$ cat src/hw/pirq_pkg.sv
// constants for the pmic interrupt and misc register block
// assumes an 8-bit register port with 8-bit addresses
package pirq_pkg;
	localparam logic [7:0] PIRQ_ADDR_CHG_EN = 8'h38;
	localparam logic [7:0] PIRQ_ADDR_CHG_FLAG = 8'h39;
	localparam logic [7:0] PIRQ_ADDR_BL_EN = 8'h3A;
	localparam logic [7:0] PIRQ_ADDR_BL_FLAG = 8'h3B;
	localparam logic [7:0] PIRQ_ADDR_RESTORE = 8'h3C;
	localparam logic [7:0] PIRQ_ADDR_THERM = 8'h3D;
	localparam logic [7:0] PIRQ_RESTORE_KEY = 8'h7F;
	localparam logic [7:0] PIRQ_CHG_EN_RST = 8'h00;
	localparam logic [2:0] PIRQ_BL_EN_RST = 3'h0;
	localparam logic PIRQ_THERM_RST = 1'b1;
	localparam int PIRQ_CHG_W = 8;
	localparam int PIRQ_BL_W = 3;
	// charger flag bit positions
	localparam int PIRQ_BIT_COIL_PEAK = 7;
	localparam int PIRQ_BIT_ISOTHERMAL = 6;
	localparam int PIRQ_BIT_WD_ALARM = 5;
	localparam int PIRQ_BIT_OVERTEMP = 4;
	localparam int PIRQ_BIT_THERMISTOR = 3;
	localparam int PIRQ_BIT_BATTERY = 2;
	localparam int PIRQ_BIT_MODE_CHG = 1;
	localparam int PIRQ_BIT_INPUT = 0;
	// boost/ldo flag bit positions
	localparam int PIRQ_BIT_LED_OPEN = 2;
	localparam int PIRQ_BIT_BOOST_PG = 1;
	localparam int PIRQ_BIT_REG1_PG = 0;
	// watchdog periods and alarm leads, in seconds
	localparam int PIRQ_WD_SHORT_S = 32;
	localparam int PIRQ_WD_LONG_S = 64;
	localparam int PIRQ_WD_LEAD_SHORT_S = 2;
	localparam int PIRQ_WD_LEAD_LONG_S = 4;
	localparam logic [7:0] PIRQ_ZERO8 = 8'h00;
endpackage

$ cat src/hw/pirq_top.sv
// interrupt enable/flag registers, restore command and thermistor select
// assumes a decoded 8-bit register port from the serial slave, same clock
`timescale 1ns/10ps
`default_nettype none
// Functional notes
// charger enable at 0x38 resets to 0; bits 7,6,5 enable peak, isothermal, watchdog.
// charger enable bits 3..0 enable thermistor, battery, mode change, input bus.
// charger enable bit 4 enables the 130 C overtemperature warning.
// charger flags at 0x39 are read-only, reset 0, same positions as enables.
// the watchdog alarm flag is set 2 s before a 32 s or 4 s before a 64 s expiry.
// every flag in both flag registers clears when its register is read.
// boost/ldo enable at 0x3A resets 0; bits 2,1,0 enable led open, boost pg, ldo1 pg.
// boost/ldo flags at 0x3B read-only, reset 0, bits 7..3 read zero.
// writing 0x7F to 0x3C returns every register to its default.
// 0x3D bit 0 picks 100k (0) or 47k (1), resets 1, used only if select setting is 1.
// the interrupt pin is active while any enabled flag is set.
module pirq_top
	import pirq_pkg::*;
#(
	parameter int CLK_HZ = 200_000_000
) (
	input wire logic clk_i,
	input wire logic rst_i,
	input wire logic ce_i,
	input wire logic reg_wr_i,
	input wire logic reg_rd_i,
	input wire logic [7:0] reg_addr_i,
	input wire logic [7:0] reg_wdata_i,
	output logic [7:0] reg_rdata_o,
	input wire logic coil_peak_evt_i,
	input wire logic isothermal_evt_i,
	input wire logic overtemp_evt_i,
	input wire logic thermistor_threshold_evt_i,
	input wire logic battery_threshold_evt_i,
	input wire logic charge_mode_change_evt_i,
	input wire logic input_threshold_evt_i,
	input wire logic led_open_evt_i,
	input wire logic boost_power_good_evt_i,
	input wire logic regulator1_power_good_evt_i,
	input wire logic wd_tick_i,
	input wire logic wd_kick_i,
	input wire logic wd_long_i,
	input wire logic thermistor_select_setting_i,
	output logic irq_o,
	output logic thermistor_47k_o
);
	typedef struct packed {
		logic [7:0] chg_en;
		logic [2:0] bl_en;
		logic therm_sel;
		logic [6:0] wd_sec;
		logic wd_alarm_done;
		logic [7:0] rdata;
	} pirq_top_type;
	pirq_top_type st_r;
	pirq_top_type st_nxt;

	logic [PIRQ_CHG_W-1:0] chg_flags;
	logic [PIRQ_BL_W-1:0] bl_flags;
	logic [PIRQ_CHG_W-1:0] chg_evt;
	logic [PIRQ_BL_W-1:0] bl_evt;
	logic restore;
	logic wd_alarm;
	logic [6:0] wd_period;
	logic [6:0] wd_lead;

	// restore key decode
	assign restore = reg_wr_i && (reg_addr_i == PIRQ_ADDR_RESTORE)
		&& (reg_wdata_i == PIRQ_RESTORE_KEY);

	// watchdog alarm lead depends on the selected period
	assign wd_period = wd_long_i ? 7'(PIRQ_WD_LONG_S) : 7'(PIRQ_WD_SHORT_S);
	assign wd_lead = wd_long_i ? 7'(PIRQ_WD_LEAD_LONG_S)
		: 7'(PIRQ_WD_LEAD_SHORT_S);
	// alarm when elapsed reaches period minus lead
	assign wd_alarm = wd_tick_i && !st_r.wd_alarm_done
		&& ((st_r.wd_sec + 7'd1) == (wd_period - wd_lead));

	// event vectors in enable bit order
	always_comb begin
		chg_evt = '0;
		chg_evt[PIRQ_BIT_COIL_PEAK] = coil_peak_evt_i;
		chg_evt[PIRQ_BIT_ISOTHERMAL] = isothermal_evt_i;
		chg_evt[PIRQ_BIT_WD_ALARM] = wd_alarm;
		chg_evt[PIRQ_BIT_OVERTEMP] = overtemp_evt_i;
		chg_evt[PIRQ_BIT_THERMISTOR] = thermistor_threshold_evt_i;
		chg_evt[PIRQ_BIT_BATTERY] = battery_threshold_evt_i;
		chg_evt[PIRQ_BIT_MODE_CHG] = charge_mode_change_evt_i;
		chg_evt[PIRQ_BIT_INPUT] = input_threshold_evt_i;
		bl_evt = '0;
		bl_evt[PIRQ_BIT_LED_OPEN] = led_open_evt_i;
		bl_evt[PIRQ_BIT_BOOST_PG] = boost_power_good_evt_i;
		bl_evt[PIRQ_BIT_REG1_PG] = regulator1_power_good_evt_i;
	end

	// charger flag bank
	pirq_flag_bank #(
		.W(PIRQ_CHG_W)
	) u_chg_flags (
		.clk_i(clk_i),
		.rst_i(rst_i),
		.ce_i(ce_i),
		.restore_i(restore),
		.rd_clr_i(reg_rd_i && (reg_addr_i == PIRQ_ADDR_CHG_FLAG)),
		.event_i(chg_evt),
		.flags_o(chg_flags)
	);

	// boost/ldo flag bank
	pirq_flag_bank #(
		.W(PIRQ_BL_W)
	) u_bl_flags (
		.clk_i(clk_i),
		.rst_i(rst_i),
		.ce_i(ce_i),
		.restore_i(restore),
		.rd_clr_i(reg_rd_i && (reg_addr_i == PIRQ_ADDR_BL_FLAG)),
		.event_i(bl_evt),
		.flags_o(bl_flags)
	);

	// register writes, read capture and watchdog seconds
	always_comb begin
		st_nxt = st_r;
		if (reg_wr_i) begin
			unique case (reg_addr_i)
				// charger enables
				PIRQ_ADDR_CHG_EN: st_nxt.chg_en = reg_wdata_i;
				// boost/ldo enables
				PIRQ_ADDR_BL_EN: st_nxt.bl_en = reg_wdata_i[PIRQ_BL_W-1:0];
				// thermistor value bit
				PIRQ_ADDR_THERM: st_nxt.therm_sel = reg_wdata_i[0];
				default: st_nxt.rdata = st_r.rdata;
			endcase
		end
		// read data captured at the strobe; flags seen before clear
		if (reg_rd_i) begin
			unique case (reg_addr_i)
				PIRQ_ADDR_CHG_EN: st_nxt.rdata = st_r.chg_en;
				PIRQ_ADDR_CHG_FLAG: st_nxt.rdata = chg_flags;
				PIRQ_ADDR_BL_EN: st_nxt.rdata = {5'h0, st_r.bl_en};
				PIRQ_ADDR_BL_FLAG: st_nxt.rdata = {5'h0, bl_flags};
				PIRQ_ADDR_THERM: st_nxt.rdata = {7'h0, st_r.therm_sel};
				default: st_nxt.rdata = PIRQ_ZERO8;
			endcase
		end
		// seconds since last kick; held at the selected period, wraps if the period drops below the count
		if (wd_kick_i) begin
			st_nxt.wd_sec = '0;
			st_nxt.wd_alarm_done = 1'b0;
		end else if (wd_tick_i && st_r.wd_sec != wd_period) begin
			st_nxt.wd_sec = st_r.wd_sec + 7'd1;
			if (wd_alarm) begin
				st_nxt.wd_alarm_done = 1'b1;
			end
		end
		// restore all defaults, overrides the write above
		if (restore) begin
			st_nxt.chg_en = PIRQ_CHG_EN_RST;
			st_nxt.bl_en = PIRQ_BL_EN_RST;
			st_nxt.therm_sel = PIRQ_THERM_RST;
		end
	end

	always_ff @(posedge clk_i) begin
		if (rst_i) begin
			st_r.chg_en <= PIRQ_CHG_EN_RST;
			st_r.bl_en <= PIRQ_BL_EN_RST;
			st_r.therm_sel <= PIRQ_THERM_RST;
			st_r.wd_sec <= '0;
			st_r.wd_alarm_done <= 1'b0;
			st_r.rdata <= PIRQ_ZERO8;
		end else if (ce_i) begin
			st_r <= st_nxt;
		end
	end

	assign reg_rdata_o = st_r.rdata;
	// enabled flags drive the pin
	assign irq_o = |(chg_flags & st_r.chg_en) | |(bl_flags & st_r.bl_en);
	// R10 47k only when the select setting allows it
	assign thermistor_47k_o = thermistor_select_setting_i & st_r.therm_sel;

	a_irq_follows_en: assert property (@(posedge clk_i) disable iff (rst_i)
		irq_o == ((chg_flags & st_r.chg_en) != 0 || (bl_flags & st_r.bl_en) != 0))
		else $error("irq pin disagrees with enabled flags");
	// restore wins over same-cycle events, so both banks must read empty
	a_restore_defaults: assert property (@(posedge clk_i) disable iff (rst_i)
		(ce_i && restore) |=> (st_r.chg_en == PIRQ_CHG_EN_RST
		&& st_r.bl_en == PIRQ_BL_EN_RST && st_r.therm_sel == PIRQ_THERM_RST
		&& chg_flags == '0 && bl_flags == '0))
		else $error("restore did not return defaults");
	a_chg_en_write: assert property (@(posedge clk_i) disable iff (rst_i)
		(ce_i && reg_wr_i && reg_addr_i == PIRQ_ADDR_CHG_EN)
		|=> st_r.chg_en == $past(reg_wdata_i))
		else $error("charger enable write lost");
	a_bl_unused_zero: assert property (@(posedge clk_i) disable iff (rst_i)
		($past(reg_rd_i && ce_i) && $past(reg_addr_i) == PIRQ_ADDR_BL_FLAG)
		|-> reg_rdata_o[7:3] == 5'h0)
		else $error("unused boost flag bits read nonzero");
	a_wd_alarm_sets: assert property (@(posedge clk_i) disable iff (rst_i)
		(ce_i && wd_alarm && !restore) |=> chg_flags[PIRQ_BIT_WD_ALARM])
		else $error("watchdog alarm flag not set");
	a_therm_gate: assert property (@(posedge clk_i) disable iff (rst_i)
		!thermistor_select_setting_i |-> !thermistor_47k_o)
		else $error("thermistor select active while gated");
	a_flag_read_clr: assert property (@(posedge clk_i) disable iff (rst_i)
		(ce_i && reg_rd_i && reg_addr_i == PIRQ_ADDR_CHG_FLAG && chg_evt == 0)
		|=> chg_flags == 0)
		else $error("charger flags not cleared on read");
	a_flag_readback: assert property (@(posedge clk_i) disable iff (rst_i)
		(ce_i && reg_rd_i && reg_addr_i == PIRQ_ADDR_CHG_FLAG)
		|=> reg_rdata_o == $past(chg_flags))
		else $error("charger flag read returned wrong value");
endmodule
`default_nettype wire

$ cat src/hw/pirq_flag_bank.sv
// one bank of sticky event flags, cleared on read of the bank
// assumes events are synchronous, one clk pulses or levels
`timescale 1ns/10ps
`default_nettype none
module pirq_flag_bank #(
	parameter int W = 8
) (
	input wire logic clk_i,
	input wire logic rst_i,
	input wire logic ce_i,
	input wire logic restore_i,
	input wire logic rd_clr_i,
	input wire logic [W-1:0] event_i,
	output logic [W-1:0] flags_o
);
	typedef struct packed {
		logic [W-1:0] flags;
	} pirq_fb_type;
	pirq_fb_type st_r;
	pirq_fb_type st_nxt;

	// set wins over clear-on-read so no event is lost
	always_comb begin
		st_nxt = st_r;
		if (restore_i) begin
			st_nxt.flags = '0;
		end else begin
			// clear on read
			if (rd_clr_i) begin
				st_nxt.flags = '0;
			end
			st_nxt.flags = st_nxt.flags | event_i;
		end
	end

	always_ff @(posedge clk_i) begin
		if (rst_i) begin
			st_r <= '0;
		end else if (ce_i) begin
			st_r <= st_nxt;
		end
	end

	assign flags_o = st_r.flags;

	a_set_beats_clear: assert property (@(posedge clk_i) disable iff (rst_i)
		(ce_i && !restore_i && rd_clr_i) |=> (st_r.flags == $past(event_i)))
		else $error("flag clear lost a same-cycle event");
endmodule
`default_nettype wire

$ cat config.mk
export PLATFORM = sky130hd
export DESIGN_NAME = pirq_top
export DESIGN_NICKNAME = d
export VERILOG_FILES = /design/src/hw/pirq_pkg.sv /design/src/hw/pirq_top.sv /design/src/hw/pirq_flag_bank.sv
export SDC_FILE = /design/constraint.sdc
export NUM_CORES = 1
export LEC_CHECK = 0
export ABC_AREA = 1
export BUFFER_PORTS_ARGS = -buffer_cell sky130_fd_sc_hd__buf_2
export CAP_MARGIN = 20
export CORE_MARGIN = 10
export CORE_UTILIZATION = 35
export CTS_CLUSTER_DIAMETER = 50
export DETAILED_ROUTE_END_ITERATION = 8
export HOLD_SLACK_MARGIN = 0.05
export PLACE_DENSITY = 0.55
export SYNTH_ARGS = -nofsm -noshare
export SYNTH_HDL_FRONTEND = slang
export SYNTH_SLANG_ARGS = --single-unit
$ cat constraint.sdc
create_clock -name clk_i -period 1.3 [get_ports clk_i]
set_input_delay 0.065 -clock clk_i [delete_from_list [all_inputs] [get_ports clk_i]]
set_output_delay 0.065 -clock clk_i [all_outputs]
set_load 0.005 [all_outputs]
# Word-level counts from Yosys, hierarchy flattened
# Cells that the tools add are included.
dict set report op_classes {
  n_addsub 2
  eq_ne 9
  n_mux 17
  bitwise 6
  n_reduce_logical 22
}
# cell n
set op_table {}
lappend op_table {{== test 8 x 6 -> 1 bit (second input constant)} 6}
lappend op_table {{two-way mux 8 bit} 6}
lappend op_table {{one-hot mux 8 bit (5 select lines)} 1}
lappend op_table {{two-way mux 12 bit} 2}
lappend op_table {{two-way mux 3 bit} 5}
lappend op_table {{AND reduction 3 bit} 4}
lappend op_table {{nonzero test 2 bit} 6}
lappend op_table {{bitwise AND 8 bit} 1}
lappend op_table {{== test 8 x 7 -> 1 bit (second input constant)} 1}
lappend op_table {{OR 8 bit} 1}
lappend op_table {{OR reduction 8 bit} 1}
lappend op_table {{adder 7 x 1 -> 7 bit (second input constant)} 1}
lappend op_table {{== test 7 bit} 1}
lappend op_table {{logical AND 1 bit} 7}
lappend op_table {{two-way mux 7 bit} 1}
lappend op_table {{!= test 7 bit} 1}
lappend op_table {{subtractor 7 x 3 -> 7 bit} 1}
lappend op_table {{AND reduction 2 bit} 2}
lappend op_table {{bitwise AND 3 bit} 1}
lappend op_table {{OR 3 bit} 1}
lappend op_table {{OR reduction 3 bit} 1}
lappend op_table {{two-way mux 1 bit} 2}
lappend op_table {{bitwise AND 1 bit} 1}
lappend op_table {{zero test 1 bit} 1}
lappend op_table {{OR 1 bit} 1}
dict set report totals {
  reg_bits 39
  inputBits 35
  output_inout_bits 10
  elab_cells 64
}

# Longest topological paths before layout
dict set report depth {
  word_depth 7
  ltp_mapped 11
  mapped_depth_nobuf 11
}

# Cells and area by module
# Synthesis repeated with hierarchy kept, for this count alone.
dict set report unflattened {
  hier_cells 389
  area_unflattened_um2 2408.6
}
# module instances cells_each area_per_inst_um2 seq_area_each_um2
set by_module_without_submodules {}
lappend by_module_without_submodules {pirq_top 1 305 1850.5 560.5}
lappend by_module_without_submodules {{pirq_flag_bank (u_chg_flags)} 1 60 412.9 160.2}
lappend by_module_without_submodules {{pirq_flag_bank (u_bl_flags)} 1 24 145.1 60.1}

# Worst setup path after synthesis
# Ideal clock, no wire load.
dict set report synth_path {
  kind {flip-flop to flip-flop}
  start {register st_r[9] (netlist name)}
  end {register u_chg_flags.st_r, in the netlist u_chg_flags.flags_o[5]}
  setup_time_ns 0.070
  arrival_time_ns 1.269
  required_ns 1.230
  path_slack_ns -0.039
  stages_incl_launch_ff 12
  path_buffers 0
  period_less_slack_ns 1.339
  cell_sequence {dfxtp_1 ha_1 nand2_2 nor2_2 nand2_1 nand2_1 nand2_1 nor2_1 nand3_1 nand2_1 nand2_1 a21oi_1}
}
dict set report synth_between {
  elab_chain_len 5
}
# element line_no
set synth_rtl {}
lappend synth_rtl {{from (decl)} pirq_top.sv:55} ;# pirq_top_type st_r;
lappend synth_rtl {{from (signal assigned)} pirq_top.sv:174} ;# st_r <= st_nxt;
lappend synth_rtl {{adder 7 x 1 -> 7 bit} pirq_top.sv:77} ;# && ((st_r.wd_sec + 7'd1) == (wd_period - wd_lead));
lappend synth_rtl {{== test 7 bit} pirq_top.sv:77}
lappend synth_rtl {{logical AND 1 bit} pirq_top.sv:77}
lappend synth_rtl {{OR 8 bit} pirq_flag_bank.sv:32} ;# st_nxt.flags = st_nxt.flags | event_i;
lappend synth_rtl {{two-way mux 8 bit} pirq_flag_bank.sv:25} ;# if (restore_i) begin
lappend synth_rtl {{to (signal assigned)} pirq_flag_bank.sv:40} ;# st_r <= st_nxt;
lappend synth_rtl {{to (decl)} pirq_flag_bank.sv:19} ;# pirq_fb_type st_r;
# Every way passes these cells.
# A chain may end at the register's enable or synchronous reset.

# Worst setup path in the final report
# Ends and elaborated chain as after synthesis.

==> results.toml <==
[critical_path]
cpMostUsedCell = "nand2_2"
crit_start = "st_r[9]"
slowest_delay_ps = 370
r2r_cells = 11
worst_setup_path_start_kind = "flop"
crit_required_ps = 1530
r2r_slack_ps = -100
critical_path.max_fanout = 4
end_kind = "flop"
r2r_start = "st_r[9]"
crit_type = "flop to flop"
cpMaxStageDelayCell = "dfxtp_4"
path_cells = "ha_4 > nand2_4 > nor2_4 > nand2_2 > nand2_2 > nand2_2 > nor2_1 > nand3_1 > nand2_1 > nand2_1 > a21oi_2"
r2r-end = "u_chg_flags.flags_o[5]"
arrival_ps = 1630

[grt]
grt_max_degree = 22
met1_usage_pct = 15.0
busiest_layer = "met2"
grt_pass1_vias = 2283
antenna_found_initial = 0
grtUsageMet2_pct = 22.9
track_usage_pct = 12.9
grt_remaining_overflow = 0
grt_pass1_wl_mm = 10.7
grt_util_met3_pct = 3.50

[floorplan]
die_area_sq_um = 10000
die_h_um = 100
core.rowCount = 29
die_x_um = 100
core-area_sq_um = 6310
io_pins = 45
start_util_pct = 35.7

[clocking]
clockRootBuffer = "clkbuf_8"
cts_buffer_depth = 2
cts.sinks = 39
cts_tree = "yes"
cts.clk_slew.worst_paths_ps = 70
clk-insertion-delay-late_ps = 290
cts_buffers = 5
htreeDepth = 2

[timing]
fin_ws_ps = -101
rsz0062_at_grt = "true"
clock_skew_ps = 9.06
fmaxAchievable_ghz = 0.714
fin_setup_tns_ps = -340
final-max-slew-violation-count = 0
finalCritPeriodShare_pct = 108
slew_headroom_pct = 78.5
finalCriticalPeriod_ps = 1400
hold_viol_final = 0
setup_viol = 6
worst_pin_slew_ps = 320

[pwr]
p_per_area_nw_per_um2 = 844
ir_drop_mv = 0.474
leakagePower_nw = 1.28

[yosys]
synth_seq_area_share_pct = 34.7
async_reset_ff_share_pct = 0
yosys.area.top_type = "dfxtp_1"
syn_area_sq_um = 2250
synth-edff-count = 0
yosys-top-cells-area = "dfxtp_1 35%, nand2_1 16%, a21oi_1 6.7%, nand3_1 6.0%, inv_1 5.5%"
syn_inst = 334
ys_warn_count = 0
syn_nets = 371
synth_ff_type = "dfxtp_1"
ys_types = 35
synth_top_area_share_pct = 34.7
synthTopCellsByCount = "93 x nand2_1, 39 x dfxtp_1, 33 x inv_1"
yosysMostFrequentCell = "nand2_1"
ys_seq_elements = 39
syn_avg_cell_area_sq_um = 6.74

[final_layout]
fin_util_pct = 47.4
diodes = 0
area_delta_synth_final_pct = 32.9
fin_nets = 444
final_layout_size_suffix_gt1_share_pct = 33.8

[drt]
drt_iter0_markers = 112
drtAntennaViolNets = 0
via_per_inst = 4.80
finalWirelength_mm = 6.53
num_vias = 2327
drtPass1Iterations = 4
drcViolationCount = 0
detail_route.wl_per_cell_um = 13.5

[hold_path]
hold_start = "reg_wdata_i[6]"
whs_path_depth = 3
min_to = "st_r[26]"
hold_class = "input port to flop"

[placement]
place_hpwl_mm = 5.03
place.gp.congestion = 0.852
port_buffers = 44

[status]
status = "finished with violations"
violations = "setup timing"

[run]
maxCapViolCount = 0
[report_power, final]
group	internal (mW)	switching [mW]
sequential	1.22	0.0266
combinational	0.151	0.194
clock	0.483	0.451
total	1.85	0.672
[critical path: cells and delay by family, from the launching register on]
family / cells / cell delay, ps
AND/OR/NAND/NOR: 9 / 700
flip-flops: 1 / 370
adder cells (fa/ha/maj): 1 / 150
AO/OA/AOI/OAI: 1 / 120
[metal layers]
layer  vias to the layer above  part of all wire [%]
met5                         -                     0
met4                         0                  0.70
li1                       1231                     -
met1                      1046                    45
met2                        44                    49
met3                         6                   5.2
[cell families (layout without fill, tap and decap cells)]
| logic type | count (synthesis) | in the layout | share of synthesized area [%] |
|---|---|---|---|
| adder cells (fa/ha/maj) | 2 | 2 | 1.11 |
| flip-flops | 39 | 39 | 34.7 |
| buffers and inverters | 53 | 127 | 10.8 |
| AO/OA/AOI/OAI | 70 | 70 | 18.5 |
| XOR/XNOR | 2 | 2 | 0.778 |
| AND/OR/NAND/NOR | 168 | 168 | 34.2 |
[layout make-up]
type                       instances  area, sq um
clock buffer                       7         96.3
clock inverter                     1         7.51
fill                             669         3320
inverter                          39          156
multi-input combinational        242         1330
sequential                        39          795
tap                               77         96.3
timing repair buffer              80          517
[timing repair]
item,in CTS,in global routing
setup endpoints to repair,10,10
gates cloned,0,0
resized for setup,29,14
pin swaps,14,10
endpoints found under the hold margin,6,0
setup buffers,5,1
hold buffers,6,0
[registers in the layout (all words and copies together), names as in the netlist]
signal	cells
u_chg_flags.flags_o	8
u_bl_flags.flags_o	3
reg_rdata_o	8
st_r	20
[worst max-delay path by stage]
stage / end / slack (ps) / cells past startpoint
2_1_floorplan: u_chg_flags.flags_o[5] / 20 / 11
3_3_place_gp: st_r[8] / -70 / 11
3_5_place_dp: st_r[8] / -120 / 11
4_1_cts: st_r[11] / -60 / 10
5_1_grt: u_chg_flags.flags_o[5] / -220 / 11
6_report: u_chg_flags.flags_o[5] / -100 / 11
[placed cells by master (no fill, tap or decap), types with 7 or more instances in the layout]
cell type  count
clkbuf_8       7
dfxtp_1       32
o21bai_1       7
a21oi_1       27
o21ai_0        7
buf_2         44
nand2_1       88
inv_1         28
buf_4         27
nand3_1       23
o21ai_1       12
nand2_2        7
nor2_1        21
inv_2          8
[metrics by stage]
step | hold slack, ps | worst slack, ps | cell area [sq um] | total power, mW | std cells
after detailed placement | 332 | -118 | 2660 | 1.57 | 465
final | 51.8 | -101 | 2990 | 2.53 | 485
after CTS | 51.9 | -64.8 | 2950 | 2.54 | 484
after global routing | 57.8 | -215 | 2990 | 2.65 | 485
after global placement | 321 | -65.0 | 2660 | 1.57 | 465
after floorplan | 192 | 15.9 | 2260 | 1.43 | 334
No activity file was read; power rests on OpenSTA's default activity.
